--- config.mk ---
export PLATFORM = sky130hd
export DESIGN_NAME = res_regulator_sequencer
export DESIGN_NICKNAME = d
export VERILOG_FILES = /design/src/inc/res_pkg.sv /design/src/verilog/res_pin_delay.sv /design/src/verilog/res_slew_ramp.sv /design/src/verilog/res_regulator_sequencer.sv
export SDC_FILE = /design/constraint.sdc
export NUM_CORES = 1
export LEC_CHECK = 0
export BUFFER_PORTS_ARGS = -buffer_cell sky130_fd_sc_hd__buf_4
export CAP_MARGIN = 10
export CORE_MARGIN = 5
export CORE_UTILIZATION = 54
export DETAILED_ROUTE_END_ITERATION = 10
export GPL_ROUTABILITY_DRIVEN = 0
export PLACE_DENSITY = 0.8
export SYNTH_ARGS = -nofsm -noshare
export SYNTH_HDL_FRONTEND = slang
export SYNTH_SLANG_ARGS = --single-unit
export TNS_END_PERCENT = 20
--- constraint.sdc ---
create_clock -name aclk -period 5.1 [get_ports aclk]
set_input_delay 0.765 -clock aclk [delete_from_list [all_inputs] [get_ports aclk]]
set_output_delay 0.765 -clock aclk [all_outputs]
set_load 0.05 [all_outputs]
--- src/inc/res_pkg.sv ---
// Shared constants and types of the regulator enable sequencer
package res_pkg;
  localparam int RES_CLK_PERIOD_NS = 50;
  localparam int RES_MS_CYC = 1000000 / RES_CLK_PERIOD_NS;
  // Short-circuit window, longest time rounds down
  localparam int RES_SC_TIMEOUT_US = 1000;
  localparam int RES_SC_TIMEOUT_CYC = (RES_SC_TIMEOUT_US * 1000) / RES_CLK_PERIOD_NS;
  // Power-on reset and default load settle time
  localparam int RES_POR_CYC = 16;
  localparam logic [3:0] RES_POR_LAST = 4'hF;

  // Register byte offsets
  localparam logic [7:0] RES_OFF_CTRL = 8'h00;
  localparam logic [7:0] RES_OFF_VHIGH = 8'h04;
  localparam logic [7:0] RES_OFF_VLOW = 8'h08;
  localparam logic [7:0] RES_OFF_DELAY = 8'h0C;
  localparam logic [7:0] RES_OFF_SLEW = 8'h10;
  localparam logic [7:0] RES_OFF_CONFIG = 8'h14;
  localparam logic [7:0] RES_OFF_RESET = 8'h18;
  localparam logic [7:0] RES_OFF_FLAGS = 8'h1C;
  localparam logic [7:0] RES_OFF_MASK = 8'h20;
  localparam logic [7:0] RES_OFF_STATUS = 8'h24;

  // Control, delay and reset register fields
  localparam int RES_CTRL_EN = 0;
  localparam int RES_CTRL_PINCTL = 1;
  localparam int RES_CTRL_PINSEL = 2;
  localparam int RES_CTRL_DUAL = 3;
  localparam int RES_CTRL_FFQ = 4;
  localparam int RES_CTRL_FAP = 5;
  localparam int RES_DELAY_FALL_LSB = 4;
  localparam int RES_SWRST_BIT = 0;
  // Flag and mask fields
  localparam int RES_FLAG_PG = 0;
  localparam int RES_FLAG_SC = 1;
  localparam int RES_FLAG_RST = 2;
  localparam int RES_MASK_PG = 0;
  localparam int RES_MASK_RST = 1;

  // Default values; control, voltage, delay and slew ones are one-time-programmable
  localparam logic [5:0] RES_CTRL_RST = 6'h00;
  localparam logic [7:0] RES_VHIGH_RST = 8'h00;
  localparam logic [7:0] RES_VLOW_RST = 8'h00;
  localparam logic [7:0] RES_DELAY_RST = 8'h00;
  localparam logic [2:0] RES_SLEW_RST = 3'h0;
  localparam logic [1:0] RES_PD_RST = 2'h3;
  localparam logic [1:0] RES_MASK_RST_VAL = 2'h0;

  localparam logic [2:0] RES_PHASES_ALL = 3'h4;
  localparam logic [1:0] RES_RESP_OKAY = 2'h0;
  localparam logic [1:0] RES_RESP_SLVERR = 2'h2;

  // Delay code to cycles, half a millisecond per code step by default
  localparam int RES_DLY_TABLE_CYC [16] = '{
    0, RES_MS_CYC / 2, RES_MS_CYC, 3 * RES_MS_CYC / 2, 2 * RES_MS_CYC, 5 * RES_MS_CYC / 2,
    3 * RES_MS_CYC, 7 * RES_MS_CYC / 2, 4 * RES_MS_CYC, 9 * RES_MS_CYC / 2, 5 * RES_MS_CYC,
    11 * RES_MS_CYC / 2, 6 * RES_MS_CYC, 13 * RES_MS_CYC / 2, 7 * RES_MS_CYC, 15 * RES_MS_CYC / 2};
  // Slew code to cycles per voltage-code step, code 0 is fastest
  localparam int RES_SLEW_STEP_CYC [8] = '{1, 2, 4, 8, 16, 32, 64, 128};

  typedef enum logic [1:0] {RES_ST_POR, RES_ST_OFF, RES_ST_SOFT, RES_ST_RUN} res_state_t;
endpackage

--- src/verilog/res_pin_delay.sv ---
// Rise/fall delay filter for the selected enable pin
`timescale 1ns/10ps
module res_pin_delay (
  input wire logic aclk,
  input wire logic clear,
  input wire logic pin_level,
  input wire logic [19:0] rise_cyc,
  input wire logic [19:0] fall_cyc,
  output logic delayed_reg
);
  logic [19:0] cnt_reg;
  logic pin_q_reg;

  // An edge restarts the count, so a pulse shorter than the delay is swallowed
  always_ff @(posedge aclk) begin
    if (clear) begin
      pin_q_reg <= 1'b0;
      cnt_reg <= 20'h00000;
      delayed_reg <= 1'b0;
    end else begin
      pin_q_reg <= pin_level;
      if (pin_level != pin_q_reg) begin
        cnt_reg <= 20'h00000;
      end else if (pin_level != delayed_reg) begin
        if (cnt_reg >= (pin_level ? rise_cyc : fall_cyc)) begin
          delayed_reg <= pin_level;
        end else begin
          cnt_reg <= cnt_reg + 20'h00001;
        end
      end
    end
  end
endmodule

--- src/verilog/res_slew_ramp.sv ---
// Slew-controlled voltage code ramp
`timescale 1ns/10ps
module res_slew_ramp (
  input wire logic aclk,
  input wire logic clear,
  input wire logic run,
  input wire logic [7:0] target,
  input wire logic [7:0] step_cyc,
  output logic [7:0] code_reg,
  output logic busy_reg
);
  logic [7:0] tick_reg;

  always_ff @(posedge aclk) begin
    if (clear || !run) begin
      code_reg <= 8'h00;
      tick_reg <= 8'h00;
      busy_reg <= 1'b0;
    end else begin
      busy_reg <= (code_reg != target);
      if (code_reg == target) begin
        tick_reg <= 8'h00;
      end else if (tick_reg + 8'h01 >= step_cyc) begin
        tick_reg <= 8'h00;
        code_reg <= (code_reg < target) ? code_reg + 8'h01 : code_reg - 8'h01;
      end else begin
        tick_reg <= tick_reg + 8'h01;
      end
    end
  end

  step_size_a: assert property (@(posedge aclk) disable iff (clear)
    run && $past(run) |-> (code_reg - $past(code_reg) <= 8'h01) || ($past(code_reg) - code_reg <= 8'h01))
    else $error("ramp moved more than one code step");
endmodule

--- src/verilog/res_regulator_sequencer.sv ---
// Regulator enable sequencer with AXI4-Lite registers
`timescale 1ns/10ps
module res_regulator_sequencer
  import res_pkg::*;
#(
  parameter int SC_TIMEOUT_CYC = RES_SC_TIMEOUT_CYC,
  parameter int DLY_TABLE_CYC [16] = RES_DLY_TABLE_CYC,
  parameter logic [5:0] OTP_CTRL = RES_CTRL_RST,
  parameter logic [7:0] OTP_VHIGH = RES_VHIGH_RST,
  parameter logic [7:0] OTP_VLOW = RES_VLOW_RST,
  parameter logic [7:0] OTP_DELAY = RES_DELAY_RST,
  parameter logic [2:0] OTP_SLEW = RES_SLEW_RST
) (
  input wire logic aclk,
  input wire logic aresetn,
  input wire logic [7:0] s_axi_awaddr,
  input wire logic s_axi_awvalid,
  output logic s_axi_awready,
  input wire logic [31:0] s_axi_wdata,
  input wire logic [3:0] s_axi_wstrb,
  input wire logic s_axi_wvalid,
  output logic s_axi_wready,
  output logic [1:0] s_axi_bresp,
  output logic s_axi_bvalid,
  input wire logic s_axi_bready,
  input wire logic [7:0] s_axi_araddr,
  input wire logic s_axi_arvalid,
  output logic s_axi_arready,
  output logic [31:0] s_axi_rdata,
  output logic [1:0] s_axi_rresp,
  output logic s_axi_rvalid,
  input wire logic s_axi_rready,
  input wire logic hard_reset_pin,
  input wire logic analog_supply_ok,
  input wire logic enable_pin_a,
  input wire logic enable_pin_b,
  input wire logic vout_above_soft,
  input wire logic vout_above_sc,
  input wire logic vout_good,
  input wire logic load_pwm_req,
  input wire logic [2:0] load_phase_req,
  output logic regulator_on,
  output logic soft_start_on,
  output logic [7:0] vout_code,
  output logic forced_pwm,
  output logic [2:0] active_phases,
  output logic pin_pulldown_enable_a,
  output logic pin_pulldown_enable_b,
  output logic irq_pin_n
);
  localparam logic [19:0] SC_LAST = 20'(SC_TIMEOUT_CYC - 1);

  // Register file: only one set of control registers exists, the master's
  logic [5:0] ctrl_reg;
  logic [7:0] vhigh_reg;
  logic [7:0] vlow_reg;
  logic [3:0] rise_code_reg;
  logic [3:0] fall_code_reg;
  logic [2:0] slew_reg;
  logic [1:0] pd_reg;
  logic [2:0] flag_reg;
  logic [1:0] mask_reg;
  logic soft_rst_reg;

  // Bus state
  logic awready_reg, wready_reg, bvalid_reg, arready_reg, rvalid_reg;
  logic [7:0] wr_addr_reg;
  logic [31:0] wr_data_reg;
  logic wr_strb0_reg;
  logic [1:0] bresp_reg, rresp_reg;
  logic [31:0] rdata_reg;

  // Sequencer state
  res_state_t state_reg, state_next;
  logic [3:0] por_cnt_reg;
  logic [19:0] sc_cnt_reg;
  logic sc_ok_reg, sc_block_reg, vgood_q_reg;
  logic reg_on_reg, soft_on_reg, pwm_reg, irq_n_reg;
  logic [2:0] phases_reg;

  logic reg_rst, wr_fire, wr_hit, rd_hit;
  logic pin_mode, pin_raw, pin_dly, want_on, sc_trip, por_done, pg_rise, ramp_busy;
  logic [7:0] target_code, ramp_code;
  logic [2:0] flag_set, flag_clr, unmasked;
  logic [31:0] rd_mux;

  // Bus logic is kept out of the soft reset so a running access completes
  assign reg_rst = !aresetn || !hard_reset_pin || !analog_supply_ok || soft_rst_reg;
  assign wr_fire = !awready_reg && !wready_reg && !bvalid_reg;
  assign wr_hit = wr_fire && wr_strb0_reg;

  always_ff @(posedge aclk) begin
    if (!aresetn) begin
      awready_reg <= 1'b1;
      wready_reg <= 1'b1;
      bvalid_reg <= 1'b0;
      bresp_reg <= RES_RESP_OKAY;
      wr_addr_reg <= 8'h00;
      wr_data_reg <= 32'h00000000;
      wr_strb0_reg <= 1'b0;
    end else begin
      if (awready_reg && s_axi_awvalid) begin
        awready_reg <= 1'b0;
        wr_addr_reg <= s_axi_awaddr;
      end
      if (wready_reg && s_axi_wvalid) begin
        wready_reg <= 1'b0;
        wr_data_reg <= s_axi_wdata;
        wr_strb0_reg <= s_axi_wstrb[0];
      end
      if (wr_fire) begin
        bvalid_reg <= 1'b1;
        bresp_reg <= (wr_addr_reg[7:2] <= RES_OFF_STATUS[7:2]) ? RES_RESP_OKAY : RES_RESP_SLVERR;
      end else if (bvalid_reg && s_axi_bready) begin
        bvalid_reg <= 1'b0;
        awready_reg <= 1'b1;
        wready_reg <= 1'b1;
      end
    end
  end

  always_comb begin
    rd_mux = 32'h00000000;
    rd_hit = 1'b1;
    unique case ({s_axi_araddr[7:2], 2'b00})
      RES_OFF_CTRL: rd_mux[5:0] = ctrl_reg;
      RES_OFF_VHIGH: rd_mux[7:0] = vhigh_reg;
      RES_OFF_VLOW: rd_mux[7:0] = vlow_reg;
      RES_OFF_DELAY: rd_mux[7:0] = {fall_code_reg, rise_code_reg};
      RES_OFF_SLEW: rd_mux[2:0] = slew_reg;
      RES_OFF_CONFIG: rd_mux[1:0] = pd_reg;
      RES_OFF_RESET: rd_mux = 32'h00000000;
      RES_OFF_FLAGS: rd_mux[2:0] = flag_reg;
      RES_OFF_MASK: rd_mux[1:0] = mask_reg;
      RES_OFF_STATUS: rd_mux[17:0] = {ramp_code, phases_reg, pwm_reg, ramp_busy, soft_on_reg, reg_on_reg, pin_dly,
                                      sc_block_reg, state_reg == RES_ST_POR};
      default: rd_hit = 1'b0;
    endcase
  end

  always_ff @(posedge aclk) begin
    if (!aresetn) begin
      arready_reg <= 1'b1;
      rvalid_reg <= 1'b0;
      rdata_reg <= 32'h00000000;
      rresp_reg <= RES_RESP_OKAY;
    end else if (arready_reg && s_axi_arvalid) begin
      arready_reg <= 1'b0;
      rvalid_reg <= 1'b1;
      rdata_reg <= rd_mux;
      rresp_reg <= rd_hit ? RES_RESP_OKAY : RES_RESP_SLVERR;
    end else if (rvalid_reg && s_axi_rready) begin
      rvalid_reg <= 1'b0;
      arready_reg <= 1'b1;
    end
  end

  // Configuration registers reload their default values on every reset source
  always_ff @(posedge aclk) begin
    if (reg_rst) begin
      ctrl_reg <= OTP_CTRL;
      vhigh_reg <= OTP_VHIGH;
      vlow_reg <= OTP_VLOW;
      {fall_code_reg, rise_code_reg} <= OTP_DELAY;
      slew_reg <= OTP_SLEW;
      pd_reg <= RES_PD_RST;
      mask_reg <= RES_MASK_RST_VAL;
    end else if (wr_hit) begin
      unique case ({wr_addr_reg[7:2], 2'b00})
        RES_OFF_CTRL: ctrl_reg <= wr_data_reg[5:0];
        RES_OFF_VHIGH: vhigh_reg <= wr_data_reg[7:0];
        RES_OFF_VLOW: vlow_reg <= wr_data_reg[7:0];
        RES_OFF_DELAY: {fall_code_reg, rise_code_reg} <= wr_data_reg[7:0];
        RES_OFF_SLEW: slew_reg <= wr_data_reg[2:0];
        RES_OFF_CONFIG: pd_reg <= wr_data_reg[1:0];
        RES_OFF_MASK: mask_reg <= wr_data_reg[1:0];
        default: ;
      endcase
    end
  end

  // Self-clearing trigger: a single-cycle pulse, register always reads zero
  always_ff @(posedge aclk) begin
    if (!aresetn) begin
      soft_rst_reg <= 1'b0;
    end else begin
      soft_rst_reg <= wr_hit && ({wr_addr_reg[7:2], 2'b00} == RES_OFF_RESET) && wr_data_reg[RES_SWRST_BIT];
    end
  end

  assign flag_set[RES_FLAG_PG] = pg_rise;
  assign flag_set[RES_FLAG_SC] = sc_trip;
  assign flag_set[RES_FLAG_RST] = por_done;
  assign flag_clr = (wr_hit && ({wr_addr_reg[7:2], 2'b00} == RES_OFF_FLAGS)) ? wr_data_reg[2:0] : 3'h0;
  assign unmasked = flag_reg & ~{mask_reg[RES_MASK_RST], 1'b0, mask_reg[RES_MASK_PG]};

  always_ff @(posedge aclk) begin
    if (reg_rst) begin
      flag_reg <= 3'h0;
    end else begin
      flag_reg <= (flag_reg & ~flag_clr) | flag_set;
    end
  end

  always_ff @(posedge aclk) begin
    if (!aresetn) begin
      irq_n_reg <= 1'b1;
    end else begin
      irq_n_reg <= !(|unmasked);
    end
  end

  // Enable source selection
  assign pin_mode = ctrl_reg[RES_CTRL_EN] && ctrl_reg[RES_CTRL_PINCTL];
  assign pin_raw = ctrl_reg[RES_CTRL_PINSEL] ? enable_pin_b : enable_pin_a;
  assign want_on = ctrl_reg[RES_CTRL_EN] && (!ctrl_reg[RES_CTRL_PINCTL] || ctrl_reg[RES_CTRL_DUAL] || pin_dly);
  assign target_code = (pin_mode && ctrl_reg[RES_CTRL_DUAL] && !pin_raw) ? vlow_reg : vhigh_reg;

  // Exact cycle counts from the table give far better than ten percent accuracy
  res_pin_delay u_pin_delay (
    .aclk(aclk),
    .clear(reg_rst || !pin_mode || ctrl_reg[RES_CTRL_DUAL]),
    .pin_level(pin_raw),
    .rise_cyc(20'(DLY_TABLE_CYC[rise_code_reg])),
    .fall_cyc(20'(DLY_TABLE_CYC[fall_code_reg])),
    .delayed_reg(pin_dly)
  );

  res_slew_ramp u_ramp (
    .aclk(aclk),
    .clear(reg_rst),
    .run(state_reg == RES_ST_RUN),
    .target(target_code),
    .step_cyc(8'(RES_SLEW_STEP_CYC[slew_reg])),
    .code_reg(ramp_code),
    .busy_reg(ramp_busy)
  );

  assign por_done = (state_reg == RES_ST_POR) && (por_cnt_reg == RES_POR_LAST);
  assign sc_trip = (state_reg == RES_ST_SOFT || state_reg == RES_ST_RUN) && !sc_ok_reg && !vout_above_sc
                   && (sc_cnt_reg == SC_LAST);
  assign pg_rise = (state_reg == RES_ST_RUN) && vout_good && !vgood_q_reg;

  always_comb begin
    state_next = state_reg;
    unique case (state_reg)
      RES_ST_POR: if (por_done) state_next = RES_ST_OFF;
      RES_ST_OFF: if (want_on && !sc_block_reg) state_next = RES_ST_SOFT;
      RES_ST_SOFT: begin
        if (!want_on || sc_trip) state_next = RES_ST_OFF;
        else if (vout_above_soft) state_next = RES_ST_RUN;
      end
      RES_ST_RUN: if (!want_on || sc_trip) state_next = RES_ST_OFF;
    endcase
  end

  always_ff @(posedge aclk) begin
    if (reg_rst) begin
      state_reg <= RES_ST_POR;
      por_cnt_reg <= 4'h0;
      reg_on_reg <= 1'b0;
      soft_on_reg <= 1'b0;
      vgood_q_reg <= 1'b0;
    end else begin
      state_reg <= state_next;
      if (state_reg == RES_ST_POR) por_cnt_reg <= por_cnt_reg + 4'h1;
      reg_on_reg <= (state_next == RES_ST_SOFT) || (state_next == RES_ST_RUN);
      soft_on_reg <= (state_next == RES_ST_SOFT);
      vgood_q_reg <= vout_good;
    end
  end

  // Short-circuit window is measured from enable; a trip holds off until enable drops
  always_ff @(posedge aclk) begin
    if (reg_rst || state_reg == RES_ST_OFF || state_reg == RES_ST_POR) begin
      sc_cnt_reg <= 20'h00000;
      sc_ok_reg <= 1'b0;
    end else begin
      if (vout_above_sc) sc_ok_reg <= 1'b1;
      if (sc_cnt_reg != SC_LAST) sc_cnt_reg <= sc_cnt_reg + 20'h00001;
    end
  end

  always_ff @(posedge aclk) begin
    if (reg_rst || !want_on) begin
      sc_block_reg <= 1'b0;
    end else if (sc_trip) begin
      sc_block_reg <= 1'b1;
    end
  end

  // Phase count while ramping follows slew code unless FAP is set: faster slews need more phases
  always_ff @(posedge aclk) begin
    if (reg_rst || state_reg != RES_ST_RUN) begin
      pwm_reg <= 1'b0;
      phases_reg <= 3'h0;
    end else if (ramp_busy) begin
      pwm_reg <= 1'b1;
      phases_reg <= ctrl_reg[RES_CTRL_FAP] ? RES_PHASES_ALL : RES_PHASES_ALL - {1'b0, slew_reg[2:1]};
    end else begin
      pwm_reg <= ctrl_reg[RES_CTRL_FFQ] || ctrl_reg[RES_CTRL_FAP] || load_pwm_req;
      phases_reg <= ctrl_reg[RES_CTRL_FAP] ? RES_PHASES_ALL : load_phase_req;
    end
  end

  assign s_axi_awready = awready_reg;
  assign s_axi_wready = wready_reg;
  assign s_axi_bvalid = bvalid_reg;
  assign s_axi_bresp = bresp_reg;
  assign s_axi_arready = arready_reg;
  assign s_axi_rvalid = rvalid_reg;
  assign s_axi_rdata = rdata_reg;
  assign s_axi_rresp = rresp_reg;
  assign regulator_on = reg_on_reg;
  assign soft_start_on = soft_on_reg;
  assign vout_code = ramp_code;
  assign forced_pwm = pwm_reg;
  assign active_phases = phases_reg;
  assign pin_pulldown_enable_a = pd_reg[0];
  assign pin_pulldown_enable_b = pd_reg[1];
  assign irq_pin_n = irq_n_reg;

  por_hold_a: assert property (@(posedge aclk) disable iff (!aresetn)
    state_reg == RES_ST_POR |=> state_reg == RES_ST_POR || state_reg == RES_ST_OFF)
    else $error("left power-on reset other than to standby");
  bit_enable_a: assert property (@(posedge aclk) disable iff (!aresetn)
    state_reg == RES_ST_OFF && ctrl_reg[RES_CTRL_EN] && !ctrl_reg[RES_CTRL_PINCTL] && !sc_block_reg && !reg_rst
    |=> regulator_on && soft_start_on)
    else $error("enable bit did not start regulator next cycle");
  pin_low_off_a: assert property (@(posedge aclk) disable iff (!aresetn)
    pin_mode && !ctrl_reg[RES_CTRL_DUAL] && !pin_dly && !reg_rst |=> !regulator_on)
    else $error("regulator on while delayed pin low");
  dual_on_a: assert property (@(posedge aclk) disable iff (!aresetn)
    state_reg == RES_ST_RUN && pin_mode && ctrl_reg[RES_CTRL_DUAL] && !sc_trip && !reg_rst |=> regulator_on)
    else $error("dual level mode turned regulator off");
  sc_trip_a: assert property (@(posedge aclk) disable iff (!aresetn)
    sc_trip && !reg_rst |=> (!regulator_on && flag_reg[RES_FLAG_SC]) ##1 !irq_pin_n)
    else $error("short trip did not disable and flag");
  irq_level_a: assert property (@(posedge aclk) disable iff (!aresetn)
    |unmasked |=> !irq_pin_n)
    else $error("interrupt pin high with pending flag");
  w1c_a: assert property (@(posedge aclk) disable iff (!aresetn)
    flag_clr[RES_FLAG_PG] && !pg_rise && !reg_rst |=> !flag_reg[RES_FLAG_PG])
    else $error("write one did not clear output good flag");
  soft_rst_a: assert property (@(posedge aclk) disable iff (!aresetn)
    soft_rst_reg |=> state_reg == RES_ST_POR && !regulator_on && !soft_rst_reg && ctrl_reg == OTP_CTRL)
    else $error("soft reset did not restore defaults");
  ramp_pwm_a: assert property (@(posedge aclk) disable iff (!aresetn)
    state_reg == RES_ST_RUN && ramp_busy && ctrl_reg[RES_CTRL_FAP] && !reg_rst && !sc_trip && want_on
    |=> forced_pwm && active_phases == RES_PHASES_ALL)
    else $error("ramp without forced all phases");
  rst_flag_a: assert property (@(posedge aclk) disable iff (!aresetn)
    por_done && !reg_rst |=> flag_reg[RES_FLAG_RST])
    else $error("registers reset flag not set at start-up");
endmodule

==> results of run 1 <==
==> cell families (layout without fill, tap and decap cells) <==
logic type | after synthesis | after routing | synth area share [%]
xor+xnor | 42 | 42 | 4.38
fa+ha+maj | 64 | 64 | 9.63
buf+inv | 98 | 148 | 5.26
compound gates | 190 | 190 | 13.2
flops | 155 | 155 | 37.0
simple gates | 383 | 383 | 22.4
other cells | 1 | 16 | 0.0447
mux | 61 | 61 | 8.07
==> worst paths after layout <==
path / startpoint / to / slack, ps / cells past startpoint
worst min-delay path: s_axi_rdata[15] / s_axi_rdata[15] / 450 / 2
worst max-delay path: ctrl_reg[2] / u_ramp.code_reg[6] / 990 / 15
worst min register to register: s_axi_rdata[15] / s_axi_rdata[15] / 450 / 2
worst max register to register: ctrl_reg[2] / u_ramp.code_reg[6] / 990 / 15
==> per-stage QoR <==
step | cell area [um^2] | setup slack (ps) | instances
final | 9560 | 994 | 1247
after global routing | 9560 | 752 | 1247
after CTS | 9560 | 977 | 1247
after detailed placement | 9000 | 689 | 1217
after global placement | 9000 | 743 | 1217
after floorplan | 8450 | 967 | 1009
==> worst min-delay path: stages, from the launching register on <==
cell	delay, ps
dfxtp_1	310
nand2_1	50
a21oi_1	50
==> cell type report <==
type	count	area, um^2	share of cell area (%)
Multi-Input combinational cell	756	4910	51.3
Sequential cell	155	3100	32.5
Timing Repair Buffer	83	623	6.52
Clock buffer	20	437	4.57
Tap cell	188	235	2.46
Inverter	35	131	1.37
Clock inverter	10	121	1.27
==> per-layer routing <==
layer | global-route usage [%] | up-vias
li1 | - | 3574
met1 | 28.5 | 3384
met2 | 36.1 | 210
met3 | 5.29 | 29
met4 | 6.84 | 0
met5 | 0 | -
==> cells in the mapped netlist (2+ instances only) <==
master,count,area share [%]
or2_2,4,0.30
nand4b_1,4,0.42
o21a_1,3,0.27
dfxtp_1,155,37
or3_2,2,0.18
o31ai_1,2,0.18
nor2_1,116,5.2
a221oi_1,5,0.52
mux2_2,3,0.40
or4_1,2,0.18
buf_2,5,0.30
and3_1,18,1.3
nor4_1,5,0.37
a31o_2,2,0.21
mux4_2,5,1.3
a21oi_1,88,5.2
nor3_1,22,1.3
nor3_4,3,0.58
o211a_1,2,0.24
or3_1,18,1.3
a32oi_1,2,0.21
inv_1,34,1.5
o22ai_1,2,0.15
xor2_1,21,2.2
nand4_1,15,1.1
buf_4,16,1.4
nand3_1,65,3.9
ha_1,63,9.4
a21o_1,9,0.81
nand2b_1,5,0.37
xnor2_1,21,2.2
mux2i_1,53,6.3
buf_1,2,0.090
and2_1,7,0.52
a31oi_1,9,0.67
nand3b_1,2,0.18
clkbuf_1,39,1.7
a211o_1,2,0.21
o21ai_0,46,2.7
o221ai_1,2,0.21
nor2b_1,6,0.45
a22oi_1,2,0.18
and4_1,3,0.31
a211oi_1,7,0.63
nand2_1,80,3.6
==> where the power goes <==
part           internal [mW]  total (mW)  switching [mW]
Combinational         0.0559       0.184           0.128
Sequential              1.23        1.25          0.0224
Clock                  0.717        1.21           0.489
==> metrics.md, run 1 <==
| Metric | Value |
|---|---|
| Die width | `135 um` |
| Post-CTS setup buffers | `0` |
| DP HPWL | `14,200 um` |
| Inserted Diodes | `0` |
| Die Height | `135 um` |
| GRT Util Overall | `21.9%` |
| Total wire length | `19,700 um` |
| Met2 WL | `9350 um` |
| Critical Path Most Common Cell | `a21oi_1` |
| Final TNS setup | `0 ps` |
| Routed length on met3 | `1150 um` |
| CP Max Fanout | `9` |
| Clock Tree Buf Depth | `2` |
| H-Tree Depth | `4` |
| Async SR Flop Fraction | `0%` |
| Slowest cell delay on critical path | `550 ps` |
| #FFs+latches synth | `155` |
| Worst-path clk slew | `60 ps` |
| Crit path DAT | `4440 ps` |
| Register area share after synthesis | `37.0%` |
| Hold Buf Count CTS | `0` |
| Commonest non-fill, non-tap cell in the layout | `dfxtp_1` |
| First-pass GRT wire length | `32,700 um` |
| Final Skew | `8.10 ps` |
| Slew headroom | `23.7%` |
| Tmin final | `4110 ps` |
| Fraction of layout cells with a size suffix above 1 | `12.7%` |
| Synth Warn # | `0` |
| Final count of pins violating max slew | `0` |
| Met1 wire length | `8900 um` |
| Core Box Area | `0.0152 mm^2` |
| Post-layout total power | `2.64 mW` |
| Final Hold Vio Count | `0` |
| Remaining global-route overflow | `0` |
| Pre-antenna DRT Iters | `5` |
| Num Clock Sinks | `155` |
| Critical Path End Type | `flip-flop` |
| Largest net degree at the start of global routing | `46` |
| Pwr Density | `276 mW/mm^2` |
| Synth Flop Type | `dfxtp_1` |
| Root Driver | `clkbuf_16` |
| Crit path kind | `flip-flop to flip-flop` |
| Final core utilization | `62.9%` |
| RSZ-0062 raised after global routing | `false` |
| Least-Margin Pin Slew | `1140 ps` |
| Post-synth EDFFs | `0` |
| CTS buffer count | `17` |
| Area grow syn2layout | `13.9%` |
| Drc violations | `0` |
| Pleak | `3.65 nW` |
| Final setup viols | `0` |
| Status | `complete, no violations` |
| Nets@finish | `1,182` |
| ANT nets after route | `0` |
| Initial Utilization | `55.2%` |
| Max VDD drop | `0.000239 V` |
| Mapped Cells | `994` |
| Vias | `7,197` |
| Fmax | `244 MHz` |
| Fill count | `1,292` |
| Worst-path cell chain | `mux2i_2 > and4_1 > mux2i_1 > ha_1 > a21oi_1 > nand2_1 > a211o_1 > fa_1 > a21o_1 > a21oi_1 > o21bai_1 > a21oi_1 > xnor2_1 > nand2_1 > a21oi_1` |
| Crit path launch type | `flip-flop` |
| Syn Std Cell Area | `0.00839 mm^2` |
| Vias in the first global route | `6,759` |
| Worst hold slack | `455 ps` |
| Avg Cell Area, Syn | `8.44 um^2` |
| Io pins | `128` |
| Critical path's slowest cell | `and4_1` |
| Min-Delay Path Class | `flip-flop to flip-flop` |
| WP buf/inv | `0` |
| Drt wl/cell | `15.8 um` |
| Clk Latency, worst-skew pair | `420 ps` |
| Tcrit/Tclk final | `80.5%` |
| Via/cell ratio | `5.77` |
| Post-CTS sizing | `0` |
| Most frequent cells in the layout | `dfxtp_1 (155), nor2_1 (116), a21oi_1 (88)` |
| DIE AREA | `0.0181 mm^2` |
| Largest delay contributor family on the critical path | `compound AO/OA/AOI/OAI gates` |
| Initial antenna violation count | `0` |
| Initial DRC count | `559` |
| Worst EP required | `5440 ps` |
| Highest routed layer | `met4` |
| Max-Cap Viols | `0` |
| Yosys cell types | `62` |
| Port bufs | `80` |
| Row count | `45` |
| CTS tree | `yes` |
(Power assumes the default switching activity.)
==> inputs of run 2 (changes only) <==
==> constraint.sdc (replaced) <==
create_clock -name aclk -period 4.1 [get_ports aclk]
set_input_delay 0.615 -clock aclk [delete_from_list [all_inputs] [get_ports aclk]]
set_output_delay 0.615 -clock aclk [all_outputs]
set_load 0.05 [all_outputs]
==> metrics.md, run 2 (synthesized netlist as in run 1, its figures left out) <==
| Metric | Value |
|---|---|
| Drt wl/cell | `16.1 um (was 15.8 um)` |
| Tcrit/Tclk final | `93.9% (was 80.5%)` |
| Clk Latency, worst-skew pair | `430 ps (was 420 ps)` |
| Critical path's slowest cell | `fa_1 (was and4_1)` |
| Combinational share of power | `6.8% (was 7.0%)` |
| Worst EP required | `4450 ps (was 5440 ps)` |
| R2r endpoint | `u_ramp.code_reg[6] (unchanged)` |
| Sw frac | `24.5% (was 24.2%)` |
| Internal cell power | `2.56 mW (was 2.00 mW)` |
| Cells on worst reg2reg path | `16 (was 15)` |
| H-Tree Depth | `4 (unchanged)` |
| Clock Tree Buf Depth | `2 (unchanged)` |
| Initial DRC count | `670 (was 559)` |
| Initial antenna violation count | `0 (unchanged)` |
| Vias | `7,277 (was 7,197)` |
| Io pins | `128 (unchanged)` |
| DP Area | `0.00910 mm^2 (was 0.00900 mm^2)` |
| Root Driver | `clkbuf_16 (unchanged)` |
| Status | `complete, no violations (unchanged)` |
| Cell depth of the worst hold path | `3 (was 2)` |
| CTS tree | `yes (unchanged)` |
| Num Clock Sinks | `155 (unchanged)` |
| Die Height | `135 um (unchanged)` |
| Crit path kind | `flip-flop to flip-flop (unchanged)` |
| Sequential cell area | `0.00310 mm^2 (about the same)` |
| Final TNS setup | `0 ps (unchanged)` |
| Clock group share of total power | `47.3% (was 45.7%)` |
| Post-CTS sizing | `0 (unchanged)` |
| ANT nets after route | `0 (unchanged)` |
| Via/cell ratio | `5.77 (about the same)` |
| DP HPWL | `14,900 um (was 14,200 um)` |
| Commonest non-fill, non-tap cell in the layout | `dfxtp_1 (unchanged)` |
| Remaining global-route overflow | `0 (unchanged)` |
| CTS buffer count | `17 (unchanged)` |
| Worst-path clk slew | `60 ps (about the same)` |
| Hold Buf Count CTS | `0 (unchanged)` |
| Reg power frac | `45.9% (was 47.3%)` |
| GRT Util Overall | `22.6% (was 21.9%)` |
| DIE AREA | `0.0181 mm^2 (unchanged)` |
| Largest net degree at the start of global routing | `46 (unchanged)` |
| Total wire length | `20,300 um (was 19,700 um)` |
| Tmin final | `3850 ps (was 4110 ps)` |
| Hold Startpoint | `load_pwm_req (was s_axi_rdata[15])` |
| Drc violations | `0 (unchanged)` |
| Crit path DAT | `4200 ps (was 4440 ps)` |
| Final Instance Area | `0.00970 mm^2 (was 0.00956 mm^2)` |
| Most frequent cells in the layout | `dfxtp_1 (154), nor2_1 (116), buf_4 (97) (was dfxtp_1 (155), nor2_1 (116), a21oi_1 (88))` |
| Fill count | `1,254 (was 1,292)` |
| Max-Cap Viols | `0 (unchanged)` |
| Inserted Diodes | `0 (unchanged)` |
| Reg2reg start | `ctrl_reg[2] (unchanged)` |
| Final setup viols | `0 (unchanged)` |
| Nets@finish | `1,196 (was 1,182)` |
| Final Hold Vio Count | `0 (unchanged)` |
| Max VDD drop | `0.000285 V (was 0.000239 V)` |
| Die width | `135 um (unchanged)` |
| Final count of pins violating max slew | `0 (unchanged)` |
| Worst hold slack | `410 ps (was 455 ps)` |
| Vias in the first global route | `6,693 (was 6,759)` |
| RSZ-0062 raised after global routing | `false (unchanged)` |
| First-pass GRT wire length | `33,500 um (was 32,700 um)` |
| Port bufs | `80 (unchanged)` |
| Crit path launch type | `flip-flop (unchanged)` |
| Pwr Density | `349 mW/mm^2 (was 276 mW/mm^2)` |
| Worst R2R Setup Slack | `250 ps (was 990 ps)` |
| Fmax | `260 MHz (was 244 MHz)` |
| Pleak | `3.74 nW (was 3.65 nW)` |
| Dpl ws | `-57.2 ps (was 689 ps)` |
| Initial Utilization | `55.2% (unchanged)` |
| Fraction of layout cells with a size suffix above 1 | `14.2% (was 12.7%)` |
| Least-Margin Pin Slew | `868 ps (was 1140 ps)` |
| Pre-antenna DRT Iters | `5 (unchanged)` |
| Fin cells | `1,262 (was 1,247)` |
| Worst-path cell chain | `mux2i_2 > and4_2 > buf_4 > mux2i_1 > ha_1 > nand4_1 > a31oi_1 > a211o_1 > fa_1 > a21o_1 > a21oi_1 > o21bai_1 > a21oi_1 > xnor2_1 > nand2_1 > a21oi_1 (was mux2i_2 > and4_1 > mux2i_1 > ha_1 > a21oi_1 > nand2_1 > a211o_1 > fa_1 > a21o_1 > a21oi_1 > o21bai_1 > a21oi_1 > xnor2_1 > nand2_1 > a21oi_1)` |
| Psw | `828 uW (was 639 uW)` |
| Slowest cell delay on critical path | `460 ps (was 550 ps)` |
| Slew headroom | `41.7% (was 23.7%)` |
| Post-CTS setup buffers | `0 (unchanged)` |
| Final setup margin | `252 ps (was 994 ps)` |
| Area grow syn2layout | `15.6% (was 13.9%)` |
| Hold path endpoint | `forced_pwm (was s_axi_rdata[15])` |
| Min-Delay Path Class | `primary input to flip-flop (was flip-flop to flip-flop)` |
| Final Skew | `7.48 ps (was 8.10 ps)` |
| Cell count after placement | `1,231 (was 1,217)` |
| Critical Path End Type | `flip-flop (unchanged)` |
| Area of the multi-input gates | `0.00491 mm^2 (about the same)` |
| Critical Path Most Common Cell | `a21oi_1 (unchanged)` |
| CP Max Fanout | `9 (unchanged)` |
| Row count | `45 (unchanged)` |
| Core Box Area | `0.0152 mm^2 (unchanged)` |
[run 2: changes by cell type in the layout (fill, tap and decap cells not counted), sizes merged]
cell and delta:
buf +14, clkinv -3, clkinvlp +2, inv +2, bufinv +1, clkbuf -1
[run 2: cell type report]
| cell class | instances | share of cell area, % |
|---|---|---|
| Sequential cell | 155 | 32.0 |
| Tap cell | 188 | 2.42 |
| Timing Repair Buffer | 97 | 7.50 |
| Inverter | 35 | 1.35 |
| Clock inverter | 12 | 1.69 |
| Clock buffer | 19 | 4.46 |
| Multi-Input combinational cell | 756 | 50.6 |
[run 2: power by group through the flow]
| stage | Sequential [mW] | Combinational (mW) | Clock, mW |
|---|---|---|---|
| 5_1_grt | 1.55 | 0.247 | 1.69 |
| 2_1_floorplan | 1.60 | 0.149 | 0 |
| 6_report | 1.55 | 0.230 | 1.60 |
| 4_1_cts | 1.55 | 0.229 | 1.61 |
| 3_5_place_dp | 1.58 | 0.229 | 0 |
| 3_3_place_gp | 1.58 | 0.226 | 0 |
[run 2: how the worst max path moves through the flow]
stage / endpoint / cells after the start / start / slack [ps]
2_1_floorplan: u_ramp.code_reg[6] / 16 / enable_pin_b / 120
3_3_place_gp: u_ramp.code_reg[6] / 17 / enable_pin_b / -30
3_5_place_dp: u_ramp.code_reg[6] / 17 / enable_pin_a / -60
4_1_cts: u_ramp.code_reg[6] / 16 / ctrl_reg[2] / 150
5_1_grt: u_pin_delay.cnt_reg[8] / 14 / rise_code_reg[0] / 20
6_report: u_ramp.code_reg[6] / 16 / ctrl_reg[2] / 250
[run 2: routing by layer]
| metal | vias to the layer above | GRT usage, % | share of wire, % |
|---|---|---|---|
| li1 | 3614 | - | - |
| met1 | 3426 | 31.0 | 45 |
| met2 | 206 | 35.9 | 47 |
| met3 | 31 | 4.51 | 5.6 |
| met4 | 0 | 7.52 | 1.9 |
| met5 | - | 0 | 0 |
[run 2: stage by stage]
stage | power [mW] | utilization (%)
5_1_grt | 3.50 | 63.8
3_5_place_dp | 1.81 | 59.9
6_report | 3.38 | 63.8
3_3_place_gp | 1.81 | 59.9
4_1_cts | 3.39 | 63.8
2_1_floorplan | 1.75 | -
[run 2: worst max-delay path, delay by kind of cell (launching register included)]
kind | cells | cell delay (ps)
flops | 1 | 430
mux | 2 | 500
simple gates | 3 | 560
buf+inv | 1 | 170
compound gates | 7 | 1230
fa+ha+maj | 2 | 730
xor+xnor | 1 | 130
